--- config.mk ---
export PLATFORM = sky130hd
export DESIGN_NAME = cgh_host
export DESIGN_NICKNAME = d
export VERILOG_FILES = /design/src/cgh_pkg.sv /design/src/cgh_host.sv /design/src/cgh_sticky.sv /design/src/cgh_wait_timer.sv
export SDC_FILE = /design/constraint.sdc
export NUM_CORES = 1
export LEC_CHECK = 0
export ABC_AREA = 1
export BUFFER_PORTS_ARGS = -buffer_cell sky130_fd_sc_hd__buf_2
export CAP_MARGIN = 10
export CELL_PAD_IN_SITES_DETAIL_PLACEMENT = 1
export CELL_PAD_IN_SITES_GLOBAL_PLACEMENT = 1
export CORE_MARGIN = 2
export CORE_UTILIZATION = 45
export DETAILED_ROUTE_END_ITERATION = 7
export GPL_ROUTABILITY_DRIVEN = 0
export PLACE_DENSITY_LB_ADDON = 0.05
export SLEW_MARGIN = 15
export SYNTH_ARGS = -nofsm -noshare
export SYNTH_HDL_FRONTEND = slang
export SYNTH_SLANG_ARGS = --single-unit
--- constraint.sdc ---
create_clock -name i_clock -period 2.5 [get_ports i_clock]
set_input_delay 0.25 -clock i_clock [delete_from_list [all_inputs] [get_ports i_clock]]
set_output_delay 0.25 -clock i_clock [all_outputs]
set_load 0.01 [all_outputs]
--- src/cgh_pkg.sv ---
// Package for the clock generation host: map, commands, states, carriers
package cgh_pkg;
    // Clock rate and stabilisation times
    localparam int CLK_MHZ = 100;
    localparam int SUB_STAB_US = 2000;
    localparam int PLL_STAB_US = 20000;
    localparam int SUB_STAB_CYC = SUB_STAB_US * CLK_MHZ;
    localparam int PLL_STAB_CYC = PLL_STAB_US * CLK_MHZ;
    // Detection needs a main clock above this (kHz)
    localparam logic [15:0] MIN_DETECT_KHZ = 16'h07D0;
    // Register offsets
    localparam logic [7:0] CTRL_OFS = 8'h00;
    localparam logic [7:0] CMD_OFS = 8'h04;
    localparam logic [7:0] STAT_OFS = 8'h08;
    // Control register fields and reset value (divider 5'h08 is divide by 8)
    localparam int DIV_LSB = 0;
    localparam int WDT_BIT = 8;
    localparam int EXT_BIT = 9;
    localparam int PSW_BIT = 10;
    localparam int PLL_DIV_BIT = 11;
    localparam int FREQ_LSB = 16;
    localparam logic [31:0] CTRL_RST = 32'h0000_0008;
    // Status bits
    localparam int ST_EVT_BIT = 4;
    // Commands written to the command register
    typedef enum logic [3:0] {
        OP_NONE, OP_SUB_ON, OP_SEL_SUB, OP_SEL_MAIN, OP_SEL_OCO, OP_STOP_MAIN,
        OP_MAIN_ON, OP_PLL_ON, OP_SEL_PLL, OP_DET_ON, OP_DET_OFF, OP_WAIT, OP_STOP
    } cgh_op_type;
    localparam logic [3:0] CMD_MAX = 4'hC;
    // Sequencer states
    typedef enum logic [3:0] {
        ST_IDLE, ST_SUB_PINS, ST_SUB_EN, ST_SUB_WAIT, ST_PLL_WAIT,
        ST_PLL_DESEL, ST_PLL_OFF, ST_DET_OFF, ST_MAIN_STOP, ST_MODE
    } cgh_state_type;
    // Control bits driven into the clock circuit
    typedef struct packed {
        logic main_clk_stop_bit;
        logic sub_osc_enable_bit;
        logic sub_clk_select_bit;
        logic onchip_osc_select_bit;
        logic osc_stop_detect_enable;
        logic periph_stop_in_wait_bit;
        logic pll_select_bit;
        logic pll_on_bit;
        logic pll_div3_bit;
        logic watchdog_clk_select_bit;
        logic sub_out_pin_direction;
        logic sub_in_pin_direction;
        logic sub_pins_pullup_bit;
        logic [4:0] cpu_clk_divider_field;
        logic flag_clear;
        logic wait_mode_req;
        logic stop_mode_req;
    } cgh_ctrl_type;
    // State reported back by the clock circuit
    typedef struct packed {
        logic stop_detected_flag;
        logic main_clk_stopped_flag;
        logic onchip_osc_select_bit;
        logic osc_irq;
    } cgh_stat_type;
endpackage : cgh_pkg

--- src/cgh_host.sv ---
// Clock generation host: APB command slave sequencing the clock control bits
//
// Decided for this implementation: the APB interface to the registers and the placing of the registers.
`timescale 1ns/1ps
`default_nettype none
module cgh_host
    import cgh_pkg::*;
#(
    parameter int unsigned SUB_CYC = SUB_STAB_CYC,
    parameter int unsigned PLL_CYC = PLL_STAB_CYC
) (
    input wire logic i_clock, // 100 MHz system clock
    input wire logic i_rst_b, // Async reset, active low
    input wire logic i_psel, // APB select
    input wire logic i_penable, // APB enable
    input wire logic i_pwrite, // APB write
    input wire logic [7:0] i_paddr, // APB byte address
    input wire logic [31:0] i_pwdata, // APB write data
    output logic [31:0] o_prdata, // APB read data
    output logic o_pready, // APB ready
    output logic o_pslverr, // APB error on unmapped address
    input wire cgh_stat_type i_stat, // Flags from the clock circuit
    output var cgh_ctrl_type o_ctrl // Control bits to the clock circuit
);
    logic pready_q, pslverr_q;
    logic [31:0] prdata_q, rd_data;
    logic access, wr, ctrl_wr, cmd_wr, stat_wr, mapped;
    logic [31:0] ctrl_q;
    cgh_state_type state_q;
    cgh_op_type goal_q, cmd_op;
    logic refuse, cmd_ok;
    logic sub_en_q, sub_odir_q, sub_idir_q, pullup_q, sub_sel_q, oco_q;
    logic mstop_q, pll_on_q, pll_sel_q, det_en_q, psw_q, wait_q, stop_q;
    logic flag_clr_q, oco_dev_q, evt_src_q;
    logic sub_ready, pll_ready, err_flag, evt_flag, busy;
    logic sub_start, pll_start, pll_abort, sub_abort;

    // APB decode
    assign access = i_psel && i_penable && pready_q;
    assign wr = access && i_pwrite;
    assign ctrl_wr = wr && (i_paddr == CTRL_OFS);
    assign cmd_wr = wr && (i_paddr == CMD_OFS);
    assign stat_wr = wr && (i_paddr == STAT_OFS);
    assign busy = (state_q != ST_IDLE);

    // Read mux and address check
    always_comb begin
        rd_data = 32'h0000_0000;
        mapped = 1'b1;
        if (i_paddr == CTRL_OFS) begin
            rd_data = ctrl_q;
        end else if (i_paddr == CMD_OFS) begin
            rd_data = {28'h0000000, goal_q};
        end else if (i_paddr == STAT_OFS) begin
            rd_data = {24'h000000, oco_q, i_stat.main_clk_stopped_flag,
                i_stat.stop_detected_flag, evt_flag, pll_ready, sub_ready,
                err_flag, busy};
        end else begin
            mapped = 1'b0;
        end
    end

    // APB response: one wait state, data and error registered with ready
    always_ff @(posedge i_clock or negedge i_rst_b) begin
        if (!i_rst_b) begin
            pready_q <= 1'b0;
            prdata_q <= 32'h0000_0000;
            pslverr_q <= 1'b0;
        end else begin
            pready_q <= i_psel && i_penable && !pready_q;
            prdata_q <= rd_data;
            pslverr_q <= i_psel && i_penable && !pready_q && !mapped;
        end
    end

    // Control register: divider, watchdog select, external clock, stop-in-wait, freq
    always_ff @(posedge i_clock or negedge i_rst_b) begin
        if (!i_rst_b) begin
            ctrl_q <= CTRL_RST;
        end else if (ctrl_wr) begin
            ctrl_q <= i_pwdata;
        end
    end

    // Command check against current state
    assign cmd_op = cgh_op_type'(i_pwdata[3:0]);
    always_comb begin
        refuse = 1'b0;
        if (busy || i_pwdata[3:0] > CMD_MAX) begin
            refuse = 1'b1;
        end else begin
            case (cmd_op)
                OP_NONE: refuse = 1'b1;
                OP_SEL_SUB: refuse = !sub_ready;
                OP_SEL_PLL: refuse = !pll_ready;
                OP_SEL_MAIN: refuse = mstop_q;
                OP_STOP_MAIN: refuse = ctrl_q[EXT_BIT] || !(sub_sel_q || oco_q);
                OP_DET_ON: refuse = ctrl_q[FREQ_LSB +: 16] <= MIN_DETECT_KHZ;
                default: refuse = 1'b0;
            endcase
        end
    end
    assign cmd_ok = cmd_wr && !refuse;

    // Timer controls
    assign sub_start = (state_q == ST_SUB_EN);
    assign pll_start = cmd_ok && (cmd_op == OP_PLL_ON);
    assign pll_abort = (state_q == ST_PLL_OFF);
    assign sub_abort = (state_q == ST_MODE) && (goal_q == OP_STOP);

    // Sequencer and device control bits
    always_ff @(posedge i_clock or negedge i_rst_b) begin
        if (!i_rst_b) begin
            state_q <= ST_IDLE;
            goal_q <= OP_NONE;
            sub_en_q <= 1'b0;
            sub_odir_q <= 1'b0;
            sub_idir_q <= 1'b0;
            pullup_q <= 1'b0;
            sub_sel_q <= 1'b0;
            oco_q <= 1'b0;
            mstop_q <= 1'b0;
            pll_on_q <= 1'b0;
            pll_sel_q <= 1'b0;
            det_en_q <= 1'b0;
            wait_q <= 1'b0;
            stop_q <= 1'b0;
            oco_dev_q <= 1'b0;
        end else begin
            wait_q <= 1'b0;
            stop_q <= 1'b0;
            oco_dev_q <= i_stat.onchip_osc_select_bit;
            case (state_q)
                ST_IDLE: begin
                    if (cmd_ok) begin
                        goal_q <= cmd_op;
                        case (cmd_op)
                            OP_SUB_ON: state_q <= ST_SUB_PINS;
                            OP_SEL_SUB: begin
                                sub_sel_q <= 1'b1;
                                oco_q <= 1'b0;
                                pll_sel_q <= 1'b0;
                            end
                            OP_SEL_OCO: begin
                                oco_q <= 1'b1;
                                sub_sel_q <= 1'b0;
                                pll_sel_q <= 1'b0;
                            end
                            OP_SEL_MAIN: begin
                                oco_q <= 1'b0;
                                sub_sel_q <= 1'b0;
                                pll_sel_q <= 1'b0;
                            end
                            OP_SEL_PLL: begin
                                pll_sel_q <= 1'b1;
                                oco_q <= 1'b0;
                                sub_sel_q <= 1'b0;
                            end
                            OP_MAIN_ON: mstop_q <= 1'b0;
                            OP_STOP_MAIN: state_q <= ST_DET_OFF;
                            OP_PLL_ON: begin
                                pll_on_q <= 1'b1;
                                state_q <= ST_PLL_WAIT;
                            end
                            OP_DET_ON: det_en_q <= 1'b1;
                            OP_DET_OFF: det_en_q <= 1'b0;
                            OP_WAIT, OP_STOP: state_q <= ST_PLL_DESEL;
                            default: state_q <= ST_IDLE;
                        endcase
                    end
                end
                ST_SUB_PINS: begin
                    sub_odir_q <= 1'b0;
                    sub_idir_q <= 1'b0;
                    pullup_q <= 1'b0;
                    state_q <= ST_SUB_EN;
                end
                ST_SUB_EN: begin
                    sub_en_q <= 1'b1;
                    state_q <= ST_SUB_WAIT;
                end
                ST_SUB_WAIT: begin
                    if (sub_ready) begin
                        state_q <= ST_IDLE;
                    end
                end
                ST_PLL_WAIT: begin
                    if (pll_ready) begin
                        state_q <= ST_IDLE;
                    end
                end
                ST_PLL_DESEL: begin
                    pll_sel_q <= 1'b0;
                    state_q <= ST_PLL_OFF;
                end
                ST_PLL_OFF: begin
                    pll_on_q <= 1'b0;
                    state_q <= (goal_q == OP_STOP) ? ST_DET_OFF : ST_MODE;
                end
                ST_DET_OFF: begin
                    det_en_q <= 1'b0;
                    state_q <= (goal_q == OP_STOP_MAIN) ? ST_MAIN_STOP : ST_MODE;
                end
                ST_MAIN_STOP: begin
                    mstop_q <= 1'b1;
                    state_q <= ST_IDLE;
                end
                ST_MODE: begin
                    wait_q <= (goal_q == OP_WAIT);
                    stop_q <= (goal_q == OP_STOP);
                    if (goal_q == OP_STOP) begin
                        sub_en_q <= 1'b0;
                    end
                    state_q <= ST_IDLE;
                end
                default: state_q <= ST_IDLE;
            endcase
            // Follow the on-chip select that the circuit sets on a detected stop
            if (i_stat.onchip_osc_select_bit && !oco_dev_q) begin
                oco_q <= 1'b1;
            end
        end
    end

    // Peripheral stop in wait is held off while detection is in use
    always_ff @(posedge i_clock or negedge i_rst_b) begin
        if (!i_rst_b) begin
            psw_q <= 1'b0;
        end else begin
            psw_q <= ctrl_q[PSW_BIT] && !det_en_q;
        end
    end

    // Clear pulse for the circuit's stop flags on a status write
    always_ff @(posedge i_clock or negedge i_rst_b) begin
        if (!i_rst_b) begin
            flag_clr_q <= 1'b0;
        end else begin
            flag_clr_q <= stat_wr && i_pwdata[ST_EVT_BIT];
        end
    end

    // Last level of the stop indication, so that one stop sets the event only once
    always_ff @(posedge i_clock or negedge i_rst_b) begin
        if (!i_rst_b) begin
            evt_src_q <= 1'b0;
        end else begin
            evt_src_q <= i_stat.osc_irq && i_stat.stop_detected_flag;
        end
    end

    // Stabilisation timers
    cgh_wait_timer #(.CYCLES(SUB_CYC)) u_sub_tmr (
        .i_clock(i_clock),
        .i_rst_b(i_rst_b),
        .i_start(sub_start),
        .i_abort(sub_abort),
        .o_done(sub_ready)
    );
    cgh_wait_timer #(.CYCLES(PLL_CYC)) u_pll_tmr (
        .i_clock(i_clock),
        .i_rst_b(i_rst_b),
        .i_start(pll_start),
        .i_abort(pll_abort),
        .o_done(pll_ready)
    );

    // Refused command flag, cleared by writing status bit 1
    cgh_sticky u_err (
        .i_clock(i_clock),
        .i_rst_b(i_rst_b),
        .i_set(cmd_wr && refuse),
        .i_clr(stat_wr && i_pwdata[1]),
        .o_flag(err_flag)
    );
    // Oscillation stop identified on the shared interrupt
    cgh_sticky u_evt (
        .i_clock(i_clock),
        .i_rst_b(i_rst_b),
        .i_set(i_stat.osc_irq && i_stat.stop_detected_flag && !evt_src_q),
        .i_clr(stat_wr && i_pwdata[ST_EVT_BIT]),
        .o_flag(evt_flag)
    );

    // Output wiring, all from flops
    assign o_prdata = prdata_q;
    assign o_pready = pready_q;
    assign o_pslverr = pslverr_q;
    assign o_ctrl.main_clk_stop_bit = mstop_q;
    assign o_ctrl.sub_osc_enable_bit = sub_en_q;
    assign o_ctrl.sub_clk_select_bit = sub_sel_q;
    assign o_ctrl.onchip_osc_select_bit = oco_q;
    assign o_ctrl.osc_stop_detect_enable = det_en_q;
    assign o_ctrl.periph_stop_in_wait_bit = psw_q;
    assign o_ctrl.pll_select_bit = pll_sel_q;
    assign o_ctrl.pll_on_bit = pll_on_q;
    assign o_ctrl.pll_div3_bit = ctrl_q[PLL_DIV_BIT];
    assign o_ctrl.watchdog_clk_select_bit = ctrl_q[WDT_BIT];
    assign o_ctrl.sub_out_pin_direction = sub_odir_q;
    assign o_ctrl.sub_in_pin_direction = sub_idir_q;
    assign o_ctrl.sub_pins_pullup_bit = pullup_q;
    assign o_ctrl.cpu_clk_divider_field = ctrl_q[DIV_LSB +: 5];
    assign o_ctrl.flag_clear = flag_clr_q;
    assign o_ctrl.wait_mode_req = wait_q;
    assign o_ctrl.stop_mode_req = stop_q;
endmodule : cgh_host
`default_nettype wire

--- src/cgh_sticky.sv ---
// Sticky flag where a set in the clear cycle wins
`timescale 1ns/1ps
`default_nettype none
module cgh_sticky (
    input wire logic i_clock, // System clock
    input wire logic i_rst_b, // Async reset, active low
    input wire logic i_set, // Event
    input wire logic i_clr, // Clear request
    output logic o_flag // Held flag
);
    // Set has priority over clear
    always_ff @(posedge i_clock or negedge i_rst_b) begin
        if (!i_rst_b) begin
            o_flag <= 1'b0;
        end else if (i_set) begin
            o_flag <= 1'b1;
        end else if (i_clr) begin
            o_flag <= 1'b0;
        end
    end
endmodule : cgh_sticky
`default_nettype wire

--- src/cgh_wait_timer.sv ---
// Stabilisation wait timer: done rises CYCLES edges after start
`timescale 1ns/1ps
`default_nettype none
module cgh_wait_timer #(
    parameter int unsigned CYCLES = 16
) (
    input wire logic i_clock, // System clock
    input wire logic i_rst_b, // Async reset, active low
    input wire logic i_start, // Restart the wait
    input wire logic i_abort, // Drop the wait and done
    output logic o_done // Wait elapsed, level
);
    localparam int W = $clog2(CYCLES + 1);
    logic [W-1:0] cnt_q;
    logic run_q;
    // Down counter with sticky done
    always_ff @(posedge i_clock or negedge i_rst_b) begin
        if (!i_rst_b) begin
            cnt_q <= '0;
            run_q <= 1'b0;
            o_done <= 1'b0;
        end else if (i_start) begin
            cnt_q <= W'(CYCLES);
            run_q <= 1'b1;
            o_done <= 1'b0;
        end else if (i_abort) begin
            run_q <= 1'b0;
            o_done <= 1'b0;
        end else if (run_q) begin
            cnt_q <= cnt_q - W'(1);
            if (cnt_q == W'(1)) begin
                run_q <= 1'b0;
                o_done <= 1'b1;
            end
        end
    end
endmodule : cgh_wait_timer
`default_nettype wire

# Word level (Yosys, flattened, before mapping)
# Cells that the tools add are included.
# word_totals
regBits	132
output_inout_bits	55
# classes
add_sub_neg	2
order_cmp	2
n_eq_ne	39
mux	62
n_reduce_logical	69
# ops
cell	count
32-bit two-way mux	2
21-bit two-way mux	3
18-bit two-way mux	3
1-bit two-way mux	37
4-bit by 3-bit equality test with 1-bit output, second input constant	9
4-bit equality test, second input constant	9
4-bit one-hot mux with 8 select lines	1
2-bit nonzero test	12
21-bit by 1-bit equality test with 1-bit output, second input constant	1
21-bit by 1-bit subtractor with 21-bit output, second input constant	1
4-bit one-hot mux with 5 select lines	1
18-bit by 1-bit equality test with 1-bit output, second input constant	1
1-bit logical AND	18
1-bit one-hot mux with 2 select lines	9
3-bit AND reduction	6
18-bit by 1-bit subtractor with 18-bit output, second input constant	1
4-bit by 2-bit equality test with 1-bit output, second input constant	4
16-bit by 11-bit less-or-equal comparator with 1-bit output, second input constant	1
4-bit two-way mux	4
3-bit nonzero test	5
2-bit AND reduction	6
2-bit != test, second input constant	5
1-bit logical NOT	9
3-bit OR reduction	3
16 further kinds	23

# Longest topological paths before layout
# depth
word_depth	10
mapped_depth	12
depth_no_buf	12

# Hierarchy
# A second synthesis with hierarchy kept.
# hier_totals
hier_cells	809
hier_area_um2	6595.1
# by_module_without_submodules
mod	instances	cells_each	area_each_um2	seq_area_each_um2
cgh_host	1	441	3875.0	2178.3
cgh_wait_timer at u_pll_tmr	1	195	1453.9	575.6
cgh_wait_timer at u_sub_tmr	1	163	1186.1	500.5
cgh_sticky	2	5	40.0	25.0

# Worst setup path after synthesis
# No wires, ideal clock.
# synth_timing
path_type	reg2reg
from	reg state_q[3]
to	reg u_pll_tmr.cnt_q[16]
setup_time_ns	0.118
t_arrival_ns	1.468
required_ns	2.382
slack_ns	0.914
path_stages_with_launch	8
period_less_slack_ns	1.586
cell_sequence	dfrtp_1 > nor2_1 > nand2_1 > nor3_2 > nand4_2 > nor2_4 > buf_6 > nor2_1
# synth_between
elab_chain_len	8
word_cells_on_any_way	11
classes_between	eq/ne: 2; mux: 2; reduce/logical: 7
# synth_lines
element	line_no	rtl
from (decl)	cgh_host.sv:29	cgh_state_type state_q;
from (signal assigned)	cgh_host.sv:198	state_q <= (goal_q == OP_STOP) ? ST_DET_OFF : ST_MODE;
from (signal assigned)	cgh_host.sv:202	state_q <= (goal_q == OP_STOP_MAIN) ? ST_MAIN_STOP : ST_MODE;
4-bit nonzero test	cgh_host.sv:44	assign busy = (state_q != ST_IDLE);
1-bit logical OR	cgh_host.sv:89	if (busy || i_pwdata[3:0] > CMD_MAX) begin
1-bit two-way mux	cgh_host.sv:89	
1-bit logical NOT	cgh_host.sv:103	assign cmd_ok = cmd_wr && !refuse;
1-bit logical AND	cgh_host.sv:103	
1-bit logical AND	cgh_host.sv:107	assign pll_start = cmd_ok && (cmd_op == OP_PLL_ON);
2-bit != test (no source line) / 2-bit nonzero test (equally long branches)	-	
2-bit AND reduction (no source line)	-	
to (signal assigned)	cgh_wait_timer.sv:23	cnt_q <= W'(CYCLES);
to (signal assigned)	cgh_wait_timer.sv:30	cnt_q <= cnt_q - W'(1);
to (decl)	cgh_wait_timer.sv:14	logic [W-1:0] cnt_q;
# Parallel ways exist; a longest one is shown, timed or not.
# A chain may end at the register's enable or synchronous reset.

# Worst setup path after layout
# layout_timing
from	reg state_q[0]
to	reg u_pll_tmr.cnt_q[18]
# Same word-level chain as after synthesis.

==> summary.md <==
The post-synthesis cell type count was 39. The number of hold buffers added after CTS was 2. Area growth from synthesis to layout: 19.33%. The initial standard-cell utilization of the core is 46.61%, and the adder-cell share of the synthesized area is 0.8045%. The run gives 0 as the number of hold-slack violations in the final timing report.

The first TritonRoute pass finished after 4 iterations. For this design, the slowest cell found on the critical path is sky130_fd_sc_hd__dfrtp_1. The proportion of layout cells with a drive suffix above 1 is 20.52%, and the area of the mapped netlist is 6221 um^2. The peak supply drop is 0.0003599 V. The setup slack of the critical path after layout came out at 0.4237 ns. TritonCTS built the clock tree. The switching part of the total power is 21.42%, and the mean area per synthesized cell is 8.384 um^2. After detailed routing, the number of remaining DRC violations is 0.

Of all flip-flops after synthesis, the portion carrying an async set or reset was 100.0%. After clock tree synthesis, the clock-pin slew on the worst setup and hold paths is 0.06 ns. In this run, synthesis produced a sequential element count of 132. The largest clock skew in the final design is 0.008823 ns, and the transition time at the pin with the least slew margin is 0.8539 ns. The cell type with the highest occurrence count on the critical path is sky130_fd_sc_hd__nand2_1. Summed over all failing endpoints, the final setup total negative slack is 0 ns. For this design the ratio of total power to cell area is 667.3 nW/um^2. Data on the critical path is required at its endpoint by 2.85 ns.

The boundary pin count came out at 104. The DRC marker count from the first detailed-route iteration was 216; the area of the core was 13350 um^2. The total of max-cap violations came out at 0. For the finished layout, the period the worst path requires is 2.076 ns.

The XOR/XNOR share of the synthesized area was 2.112%; the worst slack at placement was 0.4296 ns. The tools report the part of the Yosys area used for sequential elements as 53.12%. The worst setup path is launched from a register.

The tree built by TritonCTS fans out to 132 sinks. The worst path uses 83.05% of the clock period. The total buffers and inverters traversed by the critical path was 1. Measured along the y axis, the die boundary spans 121.6 um. The switching power of the nets is 1.061 mW.

Setup repair after global routing left no endpoint under its margin. The detailed placement HPWL came out at 11500 um. The kind of cell with the highest combined delay on the critical path was simple AND/OR/NAND/NOR gates. After Yosys synthesis, and, or, nand and nor cells account for 25.97% of the synthesized area. In this run the number of H-tree levels came out at 4. After the last flow step, the layout net total stands at 894. Across all hold checks on the routed design, the worst slack comes to 0.06662 ns. The run gives 742 as the cell count after synthesis. Global routing used 23.32% of the available tracks.

Yosys mapped a number of flops with a built-in enable equal to 0. The cell total after placement came out at 996. Buffers placed on the I/O ports in this run total 100. The most common flop cell mapped by yosys was sky130_fd_sc_hd__dfrtp_1. The run gives 0 as the initial antenna violation count. Internal power comes to 3.892 mW.

The post-detailed-routing wire length is 16080 um, and the total of fill cells in the finished design is 1623. Kind of path behind the tightest hold check: in -> reg. Of the total power, the clock network draws 51.4%. The detail route stage leaves a number of antenna-violating nets equal to 0. The per-cell via count in the routed design was 5.048; the largest stage delay on the critical path was 0.44 ns. Leaving out filler cells and counting taps, the final layout contains 1029. The tools report the total area of multi-input combinational cells as 2322 um^2.

The critical path endpoint category is a register. The clock passes through at most 2 buffers. Row generation in the floorplan step produced 42 rows. The run gives 17 as the number of buffers inserted during clock tree synthesis.

The worst setup path is of the reg -> reg kind. The run gives 4.953 mW as the overall power. The data arrival time of the critical path was 2.43 ns. Of the post-synthesis cell area, the part taken by muxes is 0.5430%.

The leakage power summed over all cells is 3.968 nW. Sequential cells burn 44.0% of the power. Clock latency reported for the late side of the worst-skew pair: 0.41 ns. The logs give 3304 um^2 for the area taken by flip-flops and latches and 0 for the overflow left after global routing. Based on the critical path, the design can be clocked at up to 0.4816 GHz. The routed wire length per instance is 15.63 um. For the buffers inserted during post-CTS setup optimization, the log shows 0. For the portion of total power attributed to combinational logic, the log shows 4.6%.

Gates resized during post-CTS repair numbered 0. The logs give 5194 for the via count of the routed design and 0 for the final count of pins violating max slew. Summing the areas of all compound-gate instances in the mapped netlist gives 7.723% of the synthesized area.

For the count of final setup violators, the log shows 0. Root cell of the clock tree: sky130_fd_sc_hd__clkbuf_16. The floorplan step defined a die boundary enclosing 14780 um^2. After synthesis, the largest family of logic cells by area is simple AND/OR/NAND/NOR gates.

For this run, the number of Yosys warnings is 0. Headroom to the max-slew limit came out at 43.01%. Traced cell by cell, the critical path runs through nor2_1, nand2_1, nor3_2, nand4_2, nor2_4, inv_2, nand2_1. The maximum number of pins on one net before global-route repair came out at 62. The via count of the first global-routing pass came out at 5637.

The critical-path maximum fanout is 16. For the global-route wire length before repair, the log shows 26990 um. The number of antenna cells inserted was 0; the die width was 121.6 um. The run finished with clean final reports.
-- power groups by stage --
stage | clock network, mW | registers, mW | logic, mW
CTS | 2.59 | 2.18 | 0.231
global route | 2.68 | 2.18 | 0.258
finish | 2.55 | 2.18 | 0.227
detailed placement | 0 | 2.22 | 0.227
floorplan | 0 | 2.22 | 0.103
global placement | 0 | 2.22 | 0.216
-- layout by cell type (no fill, tap or decap), types with 4 or more instances in the layout --
master and instances:
sky130_fd_sc_hd__nor2_1 148, sky130_fd_sc_hd__inv_2 6, sky130_fd_sc_hd__a21oi_1 39, sky130_fd_sc_hd__clkbuf_16 17, sky130_fd_sc_hd__nand3_1 40, sky130_fd_sc_hd__ha_1 4, sky130_fd_sc_hd__nor4_1 4, sky130_fd_sc_hd__or2_2 5
sky130_fd_sc_hd__o211ai_1 4, sky130_fd_sc_hd__inv_1 91, sky130_fd_sc_hd__buf_2 99, sky130_fd_sc_hd__xor2_1 10, sky130_fd_sc_hd__nor3_1 11, sky130_fd_sc_hd__nand2_1 128, sky130_fd_sc_hd__dfrtp_1 131, sky130_fd_sc_hd__bufinv_16 4
sky130_fd_sc_hd__xnor2_1 5, sky130_fd_sc_hd__buf_4 8, sky130_fd_sc_hd__clkinv_2 5, sky130_fd_sc_hd__o21ai_1 7, sky130_fd_sc_hd__nor2_2 9, sky130_fd_sc_hd__o21ai_0 27, sky130_fd_sc_hd__nand4_1 10, sky130_fd_sc_hd__a22o_1 4
sky130_fd_sc_hd__nor2_4 4
-- flip-flops by register name, summed over array words and instances (netlist names), 4 cells and up --
name,count
u_sub_tmr.cnt_q,18
goal_q,4
o_prdata,32
state_q,4
u_pll_tmr.cnt_q,21
ctrl_q,32
-- synth_stat cells, drive strengths merged, types with 4 or more instances --
| cell type | instances | area [um^2] |
|---|---|---|
| xor2 | 10 | 87.58 |
| o211ai | 4 | 30.03 |
| nor2 | 161 | 656.9 |
| ha | 4 | 50.05 |
| nand2 | 132 | 510.5 |
| buf | 27 | 215.2 |
| or2 | 5 | 31.28 |
| o21ai | 34 | 170.2 |
| nand3 | 41 | 210.2 |
| a22o | 4 | 35.03 |
| inv | 97 | 364.1 |
| clkbuf | 6 | 22.52 |
| nand4 | 12 | 87.58 |
| nor3 | 13 | 81.33 |
| a21oi | 39 | 195.2 |
| dfrtp | 131 | 3278 |
| xnor2 | 5 | 43.79 |
| nor4 | 5 | 37.53 |
-- cells by family after synthesis --
kind of cell    Yosys count
mux                       3
xor+xnor                 15
flops                   132
buf+inv                 130
fa+ha+maj                 4
simple gates            369
compound gates           88
other cells               1
-- metrics by stage --
step,util (%),area (um^2)
2_1_floorplan,-,6228
3_3_place_gp,50.99,6807
3_5_place_dp,50.99,6807
4_1_cts,55.61,7423
5_1_grt,55.61,7423
6_report,55.61,7423
-- path summary, 6_finish.rpt --
check / startpoint / endpoint / slack (ns) / depth (start not counted)
hold / removal: i_stat[0] / evt_src_q / 0.07 / 3
setup reg to reg: state_q[0] / u_pll_tmr.cnt_q[18] / 0.42 / 7
setup / recovery: state_q[0] / u_pll_tmr.cnt_q[18] / 0.42 / 7
max in group asynchronous: i_rst_b / ctrl_q[3] / 1.37 / 3
hold reg to reg: o_pready / o_pready / 0.46 / 1
min in group asynchronous: i_rst_b / ctrl_q[4] / 0.40 / 2
-- routing by layer --
layer	up-vias	GRT usage (%)	part of all wire (%)
li1	2520	-	-
met4	0	7.040	1.6
met1	2566	27.45	41
met5	-	0	0
met2	87	42.63	54
met3	21	5.056	3.2
-- cell type report --
type | instances | share of cell area, %
flip-flops and latches | 132 | 44.51
inverters | 97 | 4.905
multi-input cells | 482 | 31.28
repair buffers | 111 | 8.293
clock buffers | 20 | 5.882
clock inverters | 11 | 2.157
well taps | 176 | 2.966
-- worst reg2reg max path, cell delays in order, from the launching register on --
cell	delay, ns
sky130_fd_sc_hd__dfrtp_1	0.44
sky130_fd_sc_hd__nor2_1	0.24
sky130_fd_sc_hd__nand2_1	0.20
sky130_fd_sc_hd__nor3_2	0.26
sky130_fd_sc_hd__nand4_2	0.16
sky130_fd_sc_hd__nor2_4	0.40
sky130_fd_sc_hd__inv_2	0.19
sky130_fd_sc_hd__nand2_1	0.11
(Power assumes the default switching activity.)
